$ cat config.mk
export PLATFORM = sky130hd
export DESIGN_NAME = debug_serial_cmd
export DESIGN_NICKNAME = d
export VERILOG_FILES = /design/src/inc/debug_serial_pkg.sv /design/src/logic/debug_serial_cmd.sv
export VERILOG_INCLUDE_DIRS = /design/src /design/src/inc
export SDC_FILE = /design/constraint.sdc
export NUM_CORES = 1
export LEC_CHECK = 0
export BUFFER_PORTS_ARGS = -buffer_cell sky130_fd_sc_hd__buf_4
export CAP_MARGIN = 15
export CORE_MARGIN = 1
export CORE_UTILIZATION = 53
export CTS_BUF_LIST = sky130_fd_sc_hd__clkbuf_8 sky130_fd_sc_hd__clkbuf_16
export DETAILED_ROUTE_END_ITERATION = 7
export GPL_TIMING_DRIVEN = 0
export PLACE_DENSITY_LB_ADDON = 0.25
export SETUP_SLACK_MARGIN = 0.3
export SLEW_MARGIN = 15
export SYNTH_ARGS = -nofsm -noshare
export SYNTH_HDL_FRONTEND = slang
export SYNTH_SLANG_ARGS = --single-unit
$ cat constraint.sdc
create_clock -name sys_clk -period 4.2 [get_ports sys_clk]
set_clock_uncertainty 0.1 [all_clocks]
set_input_delay 0.42 -clock sys_clk [delete_from_list [all_inputs] [get_ports sys_clk]]
set_output_delay 0.42 -clock sys_clk [all_outputs]
set_load 0.02 [all_outputs]
$ cat src/inc/debug_serial_defines.svh
// Constants of the serial debug command interpreter
`ifndef DEBUG_SERIAL_DEFINES_SVH
`define DEBUG_SERIAL_DEFINES_SVH

// Serial frame: one status bit then sixteen data bits
`define FRAME_LAST_BIT 5'd16
`define FRAME_W 17

// Command words and opcode fields
`define OPC_FILL_HI 8'h1C
`define OPC_WRITE_HI 8'h18
`define OPC_GO 16'h0C00
`define OPC_NOP 16'h0000
`define OPC_PC_TRACE_SYNC_CMD 16'h0001
`define OPC_CTRL_REG_READ_CMD 16'h2980
`define OPC_CTRL_REG_WRITE_CMD 16'h2880
`define OPC_DREG_TOP 4'h2
`define OPC_DREG_RD 4'hD
`define OPC_DREG_WR 4'hC
`define OPC_DREG_FIX 3'h4
`define OPC_LOW_ZERO 4'h0
`define DREG_SEL_CSR 5'h00

// Size field, bits 7:6 of a sized command
`define SIZE_BYTE 2'h0
`define SIZE_WORD 2'h1
`define SIZE_LONG 2'h2

// Answers: status bit then data
`define RESP_DONE 17'h0FFFF
`define RESP_BUS_ERR 17'h10001
`define RESP_ILLEGAL 17'h1FFFF
`define RESP_NOT_READY 17'h10000

// Config/status register fields
`define CSR_RESET 32'h00000000
`define BREAKPOINT_STATE_MSB 31
`define BREAKPOINT_STATE_LSB 28
`define BTB_MSB 9
`define BTB_LSB 8
`define BREAKPOINT_STATE_L1_TRIG 4'h2
`define BREAKPOINT_STATE_L2_TRIG 4'h6

// Trace status codes
`define TRACE_IDLE 4'h0
`define TRACE_BRANCH 4'h5
`define TRACE_MARK_BASE 4'h9

// Control register selectors
`define CR_CACHE 12'h002
`define CR_ACCESS_LO 12'h004
`define CR_ACCESS_HI 12'h007
`define CR_VECTOR 12'h801
`define CR_MAC_LO 12'h804
`define CR_MAC_HI 12'h806
`define CR_STATUS 12'h80E
`define CR_PC 12'h80F
`define CR_RAM0 12'hC04
`define CR_RAM1 12'hC05
`define CR_MODBASE 12'hC0F

`endif

$ cat src/inc/debug_serial_pkg.sv
// Types of the serial debug command interpreter
package debug_serial_pkg;

  typedef struct packed {
    logic [31:0] addr;
    logic [31:0] data;
    logic [1:0] size;
  } fill_req_t;

  typedef struct packed {
    logic write;
    logic [11:0] sel;
    logic [31:0] wdata;
  } creg_req_t;

  typedef struct packed {
    logic [3:0] status;
    logic [3:0] data;
  } trace_t;

  typedef enum logic [3:0] {
    ST_IDLE, ST_FILL_DATA, ST_FILL_BUS, ST_RC_ARG, ST_RC_BUS, ST_WC_ARG, ST_WC_BUS,
    ST_WD_ARG, ST_SYNC_WAIT, ST_SYNC_MARK, ST_SYNC_ADDR
  } cmd_state_t;

endpackage

$ cat src/logic/debug_serial_cmd.sv
// Serial debug command interpreter: fill, go, nop, pc sync, control and debug registers
`timescale 1ns/1ps
`default_nettype none
`include "debug_serial_defines.svh"

module debug_serial_cmd (
  input wire logic sys_clk,
  input wire logic rst_n,
  input wire logic serialDebugClk,
  input wire logic serialDataIn,
  output logic serialDataOut,
  input wire logic cpuHalted,
  output logic resumeReq,
  output logic pcSyncReq,
  input wire logic cpuPcFetch,
  input wire logic [31:0] cpuPcAddr,
  output debug_serial_pkg::trace_t traceOut,
  input wire logic wrDone,
  input wire logic [31:0] wrAddr,
  input wire logic [1:0] wrSize,
  output logic memReq,
  output debug_serial_pkg::fill_req_t memReqInfo,
  input wire logic memAck,
  input wire logic memErr,
  output logic cregReq,
  output debug_serial_pkg::creg_req_t cregReqInfo,
  input wire logic cregAck,
  input wire logic cregErr,
  input wire logic [31:0] cregRdata,
  input wire logic bkptStateSet,
  input wire logic [3:0] bkptStateVal,
  output logic [31:0] debugConfigStatus
);

  // Link synchronisers and frame assembly
  logic [1:0] clkSync_q;
  logic [1:0] dinSync_q;
  logic clkPrev_q;
  logic [4:0] bitCnt_q;
  logic [15:0] rxShift_q;
  logic [16:0] txShift_q;
  logic wordValid_q;
  logic [15:0] word_q;
  // Command engine
  debug_serial_pkg::cmd_state_t state_q;
  logic [16:0] resp_q;
  logic [16:0] respLow_q;
  logic respLowValid_q;
  logic [63:0] args_q;
  logic [1:0] argCnt_q;
  logic [1:0] fillSize_q;
  logic fillOk_q;
  logic [31:0] heldAddr_q;
  logic [31:0] csr_q;
  logic resume_q;
  logic pcSyncReq_q;
  logic [31:0] pcCap_q;
  logic [2:0] nibCnt_q;
  debug_serial_pkg::trace_t trace_q;
  logic memReq_q;
  debug_serial_pkg::fill_req_t memInfo_q;
  logic cregReq_q;
  debug_serial_pkg::creg_req_t cregInfo_q;

  // Edges of the sampled serial clock; bit taken on the rising edge
  wire sdRise = clkSync_q[1] & ~clkPrev_q;
  wire frameEnd = sdRise & (bitCnt_q == `FRAME_LAST_BIT);
  wire [15:0] rxWord = {rxShift_q[14:0], dinSync_q[1]};

  // Command decode of the received word
  wire idleCmd = wordValid_q & (state_q == debug_serial_pkg::ST_IDLE);
  wire [1:0] cmdSize = word_q[7:6];
  wire sizeOk = (word_q[5:4] == 2'h0) & (cmdSize != 2'h3);
  wire isFill = (word_q[15:8] == `OPC_FILL_HI) & (word_q[3:0] == `OPC_LOW_ZERO) & sizeOk;
  wire isWrite = (word_q[15:8] == `OPC_WRITE_HI);
  wire isGo = (word_q == `OPC_GO);
  wire isNop = (word_q == `OPC_NOP);
  wire isSync = (word_q == `OPC_PC_TRACE_SYNC_CMD);
  wire isRcreg = (word_q == `OPC_CTRL_REG_READ_CMD);
  wire isWcreg = (word_q == `OPC_CTRL_REG_WRITE_CMD);
  wire isDregRd = (word_q[15:12] == `OPC_DREG_TOP) & (word_q[11:8] == `OPC_DREG_RD)
                  & (word_q[7:5] == `OPC_DREG_FIX);
  wire isDregWr = (word_q[15:12] == `OPC_DREG_TOP) & (word_q[11:8] == `OPC_DREG_WR)
                  & (word_q[7:5] == `OPC_DREG_FIX);
  wire dregSelOk = (word_q[4:0] == `DREG_SEL_CSR);

  // Fill data: a byte in the low eight bits, a word, or a long upper word first
  wire [31:0] fillData = (fillSize_q == `SIZE_LONG) ? args_q[31:0] :
                         (fillSize_q == `SIZE_WORD) ? {16'h0000, args_q[15:0]} :
                         {24'h000000, args_q[7:0]};
  wire [1:0] fillWords = (fillSize_q == `SIZE_LONG) ? 2'd2 : 2'd1;
  wire [31:0] fillIncr = (memInfo_q.size == `SIZE_LONG) ? 32'h00000004 :
                         (memInfo_q.size == `SIZE_WORD) ? 32'h00000002 : 32'h00000001;
  wire [31:0] wrIncr = (wrSize == `SIZE_LONG) ? 32'h00000004 :
                       (wrSize == `SIZE_WORD) ? 32'h00000002 : 32'h00000001;

  // Control selector map
  wire [11:0] rcSel = args_q[11:0];
  wire [11:0] wcSel = args_q[43:32];
  // The write selector is judged once all operands are in, in the bus state
  wire [11:0] cSel = (state_q == debug_serial_pkg::ST_WC_BUS) ? wcSel : rcSel;
  wire cSelOk = (cSel == `CR_CACHE) | ((cSel >= `CR_ACCESS_LO) & (cSel <= `CR_ACCESS_HI))
                | (cSel == `CR_VECTOR) | ((cSel >= `CR_MAC_LO) & (cSel <= `CR_MAC_HI))
                | (cSel == `CR_STATUS) | (cSel == `CR_PC) | (cSel == `CR_RAM0)
                | (cSel == `CR_RAM1) | (cSel == `CR_MODBASE);

  // Breakpoint state clear on a config/status read
  wire [3:0] breakpoint_state = csr_q[`BREAKPOINT_STATE_MSB:`BREAKPOINT_STATE_LSB];
  wire csrRead = idleCmd & isDregRd & dregSelOk;
  wire bstatClr = csrRead & ((breakpoint_state == `BREAKPOINT_STATE_L2_TRIG) | (breakpoint_state == `BREAKPOINT_STATE_L1_TRIG));
  wire [1:0] btbCfg = csr_q[`BTB_MSB:`BTB_LSB];
  wire [1:0] btbEff = (btbCfg == 2'h3) ? 2'h2 : btbCfg;
  wire [2:0] nibLast = {btbEff, 1'b1} + 3'd2;

  // Two-flop synchronisers for the serial clock and data pins
  always_ff @(posedge sys_clk or negedge rst_n) begin
    if (!rst_n) begin
      clkSync_q <= 2'b00;
      dinSync_q <= 2'b00;
      clkPrev_q <= 1'b0;
    end else begin
      clkSync_q <= {clkSync_q[0], serialDebugClk};
      dinSync_q <= {dinSync_q[0], serialDataIn};
      clkPrev_q <= clkSync_q[1];
    end
  end

  // Frame shifter: data in and out move on each serial clock rising edge
  always_ff @(posedge sys_clk or negedge rst_n) begin
    if (!rst_n) begin
      bitCnt_q <= 5'd0;
      rxShift_q <= 16'h0000;
      txShift_q <= `RESP_NOT_READY;
      wordValid_q <= 1'b0;
      word_q <= 16'h0000;
    end else begin
      // A word arriving while the upper half of a long answer leaves is dropped, so the lower half goes next
      wordValid_q <= frameEnd & ~respLowValid_q;
      if (sdRise) begin
        rxShift_q <= rxWord;
        bitCnt_q <= frameEnd ? 5'd0 : bitCnt_q + 5'd1;
        txShift_q <= {txShift_q[15:0], 1'b0};
      end else if (bitCnt_q == 5'd0) begin
        // Between frames the shifter follows the answer, so it leaves on the very next shift
        txShift_q <= resp_q;
      end
      if (frameEnd) begin
        word_q <= rxWord;
      end
    end
  end

  // Command engine
  always_ff @(posedge sys_clk or negedge rst_n) begin
    if (!rst_n) begin
      state_q <= debug_serial_pkg::ST_IDLE;
      resp_q <= `RESP_NOT_READY;
      respLow_q <= `RESP_NOT_READY;
      respLowValid_q <= 1'b0;
      args_q <= 64'h0;
      argCnt_q <= 2'd0;
      fillSize_q <= `SIZE_BYTE;
      fillOk_q <= 1'b0;
      heldAddr_q <= 32'h00000000;
      resume_q <= 1'b0;
      pcSyncReq_q <= 1'b0;
      pcCap_q <= 32'h00000000;
      nibCnt_q <= 3'd0;
      trace_q <= '0;
      memReq_q <= 1'b0;
      memInfo_q <= '0;
      cregReq_q <= 1'b0;
      cregInfo_q <= '0;
    end else begin
      resume_q <= 1'b0;
      // Answer moves to the shifter at frame end; a pending low word follows
      if (frameEnd) begin
        resp_q <= respLowValid_q ? respLow_q : `RESP_NOT_READY;
        respLowValid_q <= 1'b0;
      end
      // A memory write seeds the held address with the address after it unless a fill completes in that cycle
      if (wrDone) begin
        heldAddr_q <= wrAddr + wrIncr;
      end
      if (wordValid_q) begin
        args_q <= {args_q[47:0], word_q};
      end
      case (state_q)
        debug_serial_pkg::ST_IDLE: begin
          argCnt_q <= 2'd0;
          if (wordValid_q) begin
            fillOk_q <= isWrite | isNop | (isFill & fillOk_q);
            if (isFill && fillOk_q) begin
              fillSize_q <= cmdSize;
              state_q <= debug_serial_pkg::ST_FILL_DATA;
            end else if (isFill) begin
              resp_q <= `RESP_ILLEGAL;
            end else if (isGo) begin
              resume_q <= cpuHalted;
              resp_q <= `RESP_DONE;
            end else if (isNop) begin
              resp_q <= `RESP_DONE;
            end else if (isSync) begin
              pcSyncReq_q <= 1'b1;
              state_q <= debug_serial_pkg::ST_SYNC_WAIT;
            end else if (isRcreg) begin
              state_q <= debug_serial_pkg::ST_RC_ARG;
            end else if (isWcreg) begin
              state_q <= debug_serial_pkg::ST_WC_ARG;
            end else if (isDregRd && dregSelOk) begin
              resp_q <= {1'b0, csr_q[31:16]};
              respLow_q <= {1'b0, csr_q[15:0]};
              respLowValid_q <= 1'b1;
            end else if (isDregWr) begin
              state_q <= debug_serial_pkg::ST_WD_ARG;
            end else if (isDregRd) begin
              resp_q <= `RESP_ILLEGAL;
            end
          end
        end
        debug_serial_pkg::ST_FILL_DATA: begin
          if (wordValid_q) begin
            argCnt_q <= argCnt_q + 2'd1;
            if (argCnt_q + 2'd1 == fillWords) begin
              state_q <= debug_serial_pkg::ST_FILL_BUS;
            end
          end
        end
        debug_serial_pkg::ST_FILL_BUS: begin
          if (!memReq_q) begin
            memReq_q <= 1'b1;
            memInfo_q <= '{addr: heldAddr_q, data: fillData, size: fillSize_q};
          end else if (memAck || memErr) begin
            memReq_q <= 1'b0;
            heldAddr_q <= heldAddr_q + fillIncr;
            resp_q <= memErr ? `RESP_BUS_ERR : `RESP_DONE;
            state_q <= debug_serial_pkg::ST_IDLE;
          end
        end
        debug_serial_pkg::ST_RC_ARG: begin
          if (wordValid_q) begin
            argCnt_q <= argCnt_q + 2'd1;
          end
          if (argCnt_q == 2'd2) begin
            if (cSelOk) begin
              cregReq_q <= 1'b1;
              cregInfo_q <= '{write: 1'b0, sel: rcSel, wdata: 32'h00000000};
              state_q <= debug_serial_pkg::ST_RC_BUS;
            end else begin
              resp_q <= `RESP_BUS_ERR;
              state_q <= debug_serial_pkg::ST_IDLE;
            end
          end
        end
        debug_serial_pkg::ST_RC_BUS: begin
          if (cregAck || cregErr) begin
            cregReq_q <= 1'b0;
            resp_q <= cregErr ? `RESP_BUS_ERR : {1'b0, cregRdata[31:16]};
            respLow_q <= {1'b0, cregRdata[15:0]};
            respLowValid_q <= ~cregErr;
            state_q <= debug_serial_pkg::ST_IDLE;
          end
        end
        debug_serial_pkg::ST_WC_ARG: begin
          if (wordValid_q) begin
            argCnt_q <= argCnt_q + 2'd1;
            if (argCnt_q == 2'd3) begin
              state_q <= debug_serial_pkg::ST_WC_BUS;
            end
          end
        end
        debug_serial_pkg::ST_WC_BUS: begin
          if (!cregReq_q && !cSelOk) begin
            resp_q <= `RESP_BUS_ERR;
            state_q <= debug_serial_pkg::ST_IDLE;
          end else if (!cregReq_q) begin
            cregReq_q <= 1'b1;
            cregInfo_q <= '{write: 1'b1, sel: wcSel, wdata: args_q[31:0]};
          end else if (cregAck || cregErr) begin
            cregReq_q <= 1'b0;
            resp_q <= cregErr ? `RESP_BUS_ERR : `RESP_DONE;
            state_q <= debug_serial_pkg::ST_IDLE;
          end
        end
        debug_serial_pkg::ST_WD_ARG: begin
          if (wordValid_q) begin
            argCnt_q <= argCnt_q + 2'd1;
            if (argCnt_q == 2'd1) begin
              resp_q <= `RESP_DONE;
              state_q <= debug_serial_pkg::ST_IDLE;
            end
          end
        end
        debug_serial_pkg::ST_SYNC_WAIT: begin
          if (cpuPcFetch) begin
            pcSyncReq_q <= 1'b0;
            pcCap_q <= cpuPcAddr;
            trace_q <= '{status: `TRACE_BRANCH, data: 4'h0};
            state_q <= debug_serial_pkg::ST_SYNC_MARK;
          end
        end
        debug_serial_pkg::ST_SYNC_MARK: begin
          trace_q <= '{status: `TRACE_MARK_BASE + {2'b00, btbEff}, data: 4'h0};
          nibCnt_q <= 3'd0;
          state_q <= debug_serial_pkg::ST_SYNC_ADDR;
        end
        debug_serial_pkg::ST_SYNC_ADDR: begin
          trace_q <= '{status: `TRACE_IDLE, data: pcCap_q[3:0]};
          pcCap_q <= {4'h0, pcCap_q[31:4]};
          nibCnt_q <= nibCnt_q + 3'd1;
          if (nibCnt_q == nibLast) begin
            resp_q <= `RESP_DONE;
            state_q <= debug_serial_pkg::ST_IDLE;
          end
        end
        default: begin
          state_q <= debug_serial_pkg::ST_IDLE;
        end
      endcase
      if (state_q != debug_serial_pkg::ST_SYNC_ADDR && state_q != debug_serial_pkg::ST_SYNC_MARK
          && !(state_q == debug_serial_pkg::ST_SYNC_WAIT && cpuPcFetch)) begin
        trace_q <= '{status: `TRACE_IDLE, data: 4'h0};
      end
    end
  end

  // Config/status: breakpoint update wins over a read clear
  always_ff @(posedge sys_clk or negedge rst_n) begin
    if (!rst_n) begin
      csr_q <= `CSR_RESET;
    end else if (state_q == debug_serial_pkg::ST_WD_ARG && wordValid_q && argCnt_q == 2'd1
                 && args_q[20:16] == `DREG_SEL_CSR) begin
      csr_q <= {args_q[15:0], word_q};
    end else if (bkptStateSet) begin
      csr_q[`BREAKPOINT_STATE_MSB:`BREAKPOINT_STATE_LSB] <= bkptStateVal;
    end else if (bstatClr) begin
      csr_q[`BREAKPOINT_STATE_MSB:`BREAKPOINT_STATE_LSB] <= 4'h0;
    end
  end

  // Outputs come straight from flops
  assign serialDataOut = txShift_q[16];
  assign resumeReq = resume_q;
  assign pcSyncReq = pcSyncReq_q;
  assign traceOut = trace_q;
  assign memReq = memReq_q;
  assign memReqInfo = memInfo_q;
  assign cregReq = cregReq_q;
  assign cregReqInfo = cregInfo_q;
  assign debugConfigStatus = csr_q;
endmodule

`default_nettype wire

==> flow_summary.ini <==
[sta]
rsz0062_at_grt = no
min_period_over_period = 0.870
clock.fmax_mhz = 274
timing.final.max_slew_violations = 0
setup_viol = 0
worstMarginPinSlew_ns = 0.958
final.setup.worst_slack_ns = 0.546
hold_viol = 0
fin_setup_tns_ns = 0
maxSlewHeadroom = 0.356
layout_min_cycle_time_ns = 3.65

[yosys]
synth-seq-cells = 369
synth_area_um2 = 18200
synthCells = 1932
synth_compound_area_frac = 0.148
synth_xor_area_frac = 0.0168
yosysTopAreaCell = dfrtp_1
ys_top_cells_by_area = dfrtp_1 50%, nand2_1 8.2%, o21ai_0 5.4%, mux2_2 5.4%, nor2_1 2.4%
synth_fa_ha_area_frac = 0.0132
synth_mux_area_frac = 0.0836
synth-edff-count = 0
syn_nets = 2064
yosysWarnings = 0
synth_top_family_by_area = simple AND/OR/NAND/NOR gates
yosys.cell_types.count = 84
synth-main-ff-cell = dfrtp_1
synth_top_area_share = 0.502
synthArstFlopShare = 1.00
ys_seq_area_frac = 0.506
yosys.area_share.simple = 0.196
avgSynthCellArea_um2 = 9.44

[min_path]
min_from = cpuPcAddr[14]
hp-class = in2reg

[setup_path]
crit_path_max_fanout = 10
startpoint_type = register
crit_type = reg2reg
cp_cell_sequence = inv_1, ha_1, nand4bb_1, clkbuf_1, or2_0, clkbuf_1, clkbuf_1, a21oi_1, a21oi_1, nor4b_1, o211ai_1
critPathTopFamily = compound AO/OA/AOI/OAI gates
critical_path_required_ns = 4.45
crit_start = bitCnt_q[0]$_DFFE_PN0P_
slowest_delay_ns = 0.61
cp_slowest_cell = a21oi_1
end_kind = register
r2r-start = bitCnt_q[0]$_DFFE_PN0P_
path_buf_inv = 4
cp_data_arrival_time_ns = 3.90
cp_common_cell = clkbuf_1

[final_layout]
final_common_cell = nand2_1
fin_cells = 2730
drive_above_1_share = 0.206
nets = 2383
area_growth_pct = 22.8
diodes = 0
fin_util = 0.665
seqCellArea_um2 = 9240
multiInputGateArea_um2 = 8360
num-fill-cells = 2797
final_cell_mix = 399 x nand2_1, 366 x dfrtp_1, 266 x buf_4, 198 x o21ai_0, 118 x nor2_1

[clocking]
ctsHoldBuffers = 7
clock_sinks = 369
cts.clk_slew.worst_paths_ns = 0.06
clockBufferDepth = 3
cts_buffers = 40
cts-root-buf = clkbuf_16
worstSkewPairLatency_ns = 0.55
cts_tree = yes
ctsResizeCount = 0
cts_setup_buffers = 0
h-tree-depth = 2

[power_and_ir_drop]
cellPowerDensity_nw_per_um2 = 376
power_leakage_nw = 10.4
p_total_mw = 8.43
ir_worst_vdd_v = 0.000405

[global_routing]
use_met2 = 0.512
grt_pass1_vias = 15700
top_usage_layer = met2
grt.met1_usage = 0.427
grt_max_degree = 108
grt_pass1_wl_mm = 87.3
met3_usage = 0.0636
grt-ovfl-total = 0
track_usage = 0.317
antenna_found_initial = 1

[place]
pre_cts_ws_ns = 0.682
gp_congestion = 0.969
dp.cells = 2650
port_buffers = 267
hpwl_mm = 40.8

[die]
die_w_um = 188
core_um2 = 33700
die_h_um = 188
die_area_um2 = 35200
initial_utilization = 0.541
num_rows = 67
num_io_pins = 270

[route]
routed_wirelength_mm = 55.8
drtAntennaViolNets = 0
via_per_inst = 5.95
drt-initial-drc-count = 1312
num_vias = 16200
wire_per_inst_um = 20.4
drc_errors = 0
firstDrtPassIters = 5

[job]
maxCapViolCount = 0

[outcome]
outcome = finished clean
==> routing by layer <==
layer  up-vias  wire, µm  share of wire
met5         -         0              0
met4         0      1860          0.033
li1       7427         -              -
met1      7989     23200           0.42
met3       121      4610          0.083
met2       702     26100           0.47
==> power breakdown <==
part / total (mW) / internal, mW / leakage [nW] / switching [mW]
combinational: 0.732 / 0.345 / 4.82 / 0.387
clock: 3.76 / 2.30 / 0.720 / 1.46
sequential: 3.94 / 3.77 / 4.87 / 0.168
total: 8.43 / 6.42 / 10.4 / 2.01
==> layout make-up <==
class / instances / share of cell area
clock inverters: 21 / 0.0111
flip-flops and latches: 369 / 0.412
well taps: 448 / 0.0250
plain buffers: 128 / 0.0226
repair buffers: 277 / 0.0966
inverters: 37 / 0.00620
multi-input cells: 1398 / 0.373
clock buffers: 52 / 0.0530
==> synth_stat cells, types with 13 or more instances <==
cell type / number
xnor2_1: 21
buf_1: 13
o21ai_1: 18
and3_1: 19
nor2b_1: 24
nor2_1: 118
clkbuf_1: 94
ha_1: 16
buf_2: 21
dfrtp_1: 366
nor3_1: 22
o22ai_1: 34
mux2_2: 88
nand2b_1: 13
o21a_1: 18
a21oi_1: 51
xor2_1: 14
o21ai_0: 198
nand2_1: 399
nand4_1: 19
mux2i_1: 41
and2_1: 24
inv_1: 37
nand3_1: 65
==> through the flow <==
step	hold slack, ns	instance area (µm²)
floorplan	0.0244	18200
global placement	0.236	20800
detailed placement	0.239	20900
CTS	0.0283	22400
global route	0.0303	22400
finish	0.0321	22400
==> state kept, by name, indices dropped and copies added, names as in the netlist, 3 cells and up <==
signal,cells
debugConfigStatus,32
rxShift_q,15
respLow_q,17
nibCnt_q,3
heldAddr_q,32
txShift_q,17
state_q,4
memReqInfo,66
resp_q,17
cregReqInfo,45
bitCnt_q,5
traceOut,8
args_q,44
word_q,16
pcCap_q,32
==> tightest hold or removal path, cell delays in order <==
cell	delay, ns
buf_4	0.08
o22ai_1	0.05
nor2_1	0.09
==> cells by family after synthesis <==
group | Yosys count
fa+ha+maj | 18
mux | 140
compound gates | 438
flops | 369
xor+xnor | 35
buf+inv | 165
simple gates | 767
==> final timing paths <==
path                                            end  slack (ns)  cells past startpoint
max                            resp_q[14]$_DFF_PN0_        0.55                     11
min                         pcCap_q[14]$_DFFE_PN0P_        0.03                      3
max reg2reg                    resp_q[14]$_DFF_PN0_        0.55                     11
min reg2reg                  dinSync_q[1]$_DFF_PN0_        0.25                      0
max in group asynchronous    args_q[32]$_DFFE_PN0P_        2.36                      4
min in group asynchronous  txShift_q[6]$_DFFE_PN0P_        0.34                      2
No activity file was read; power rests on OpenSTA's default activity.
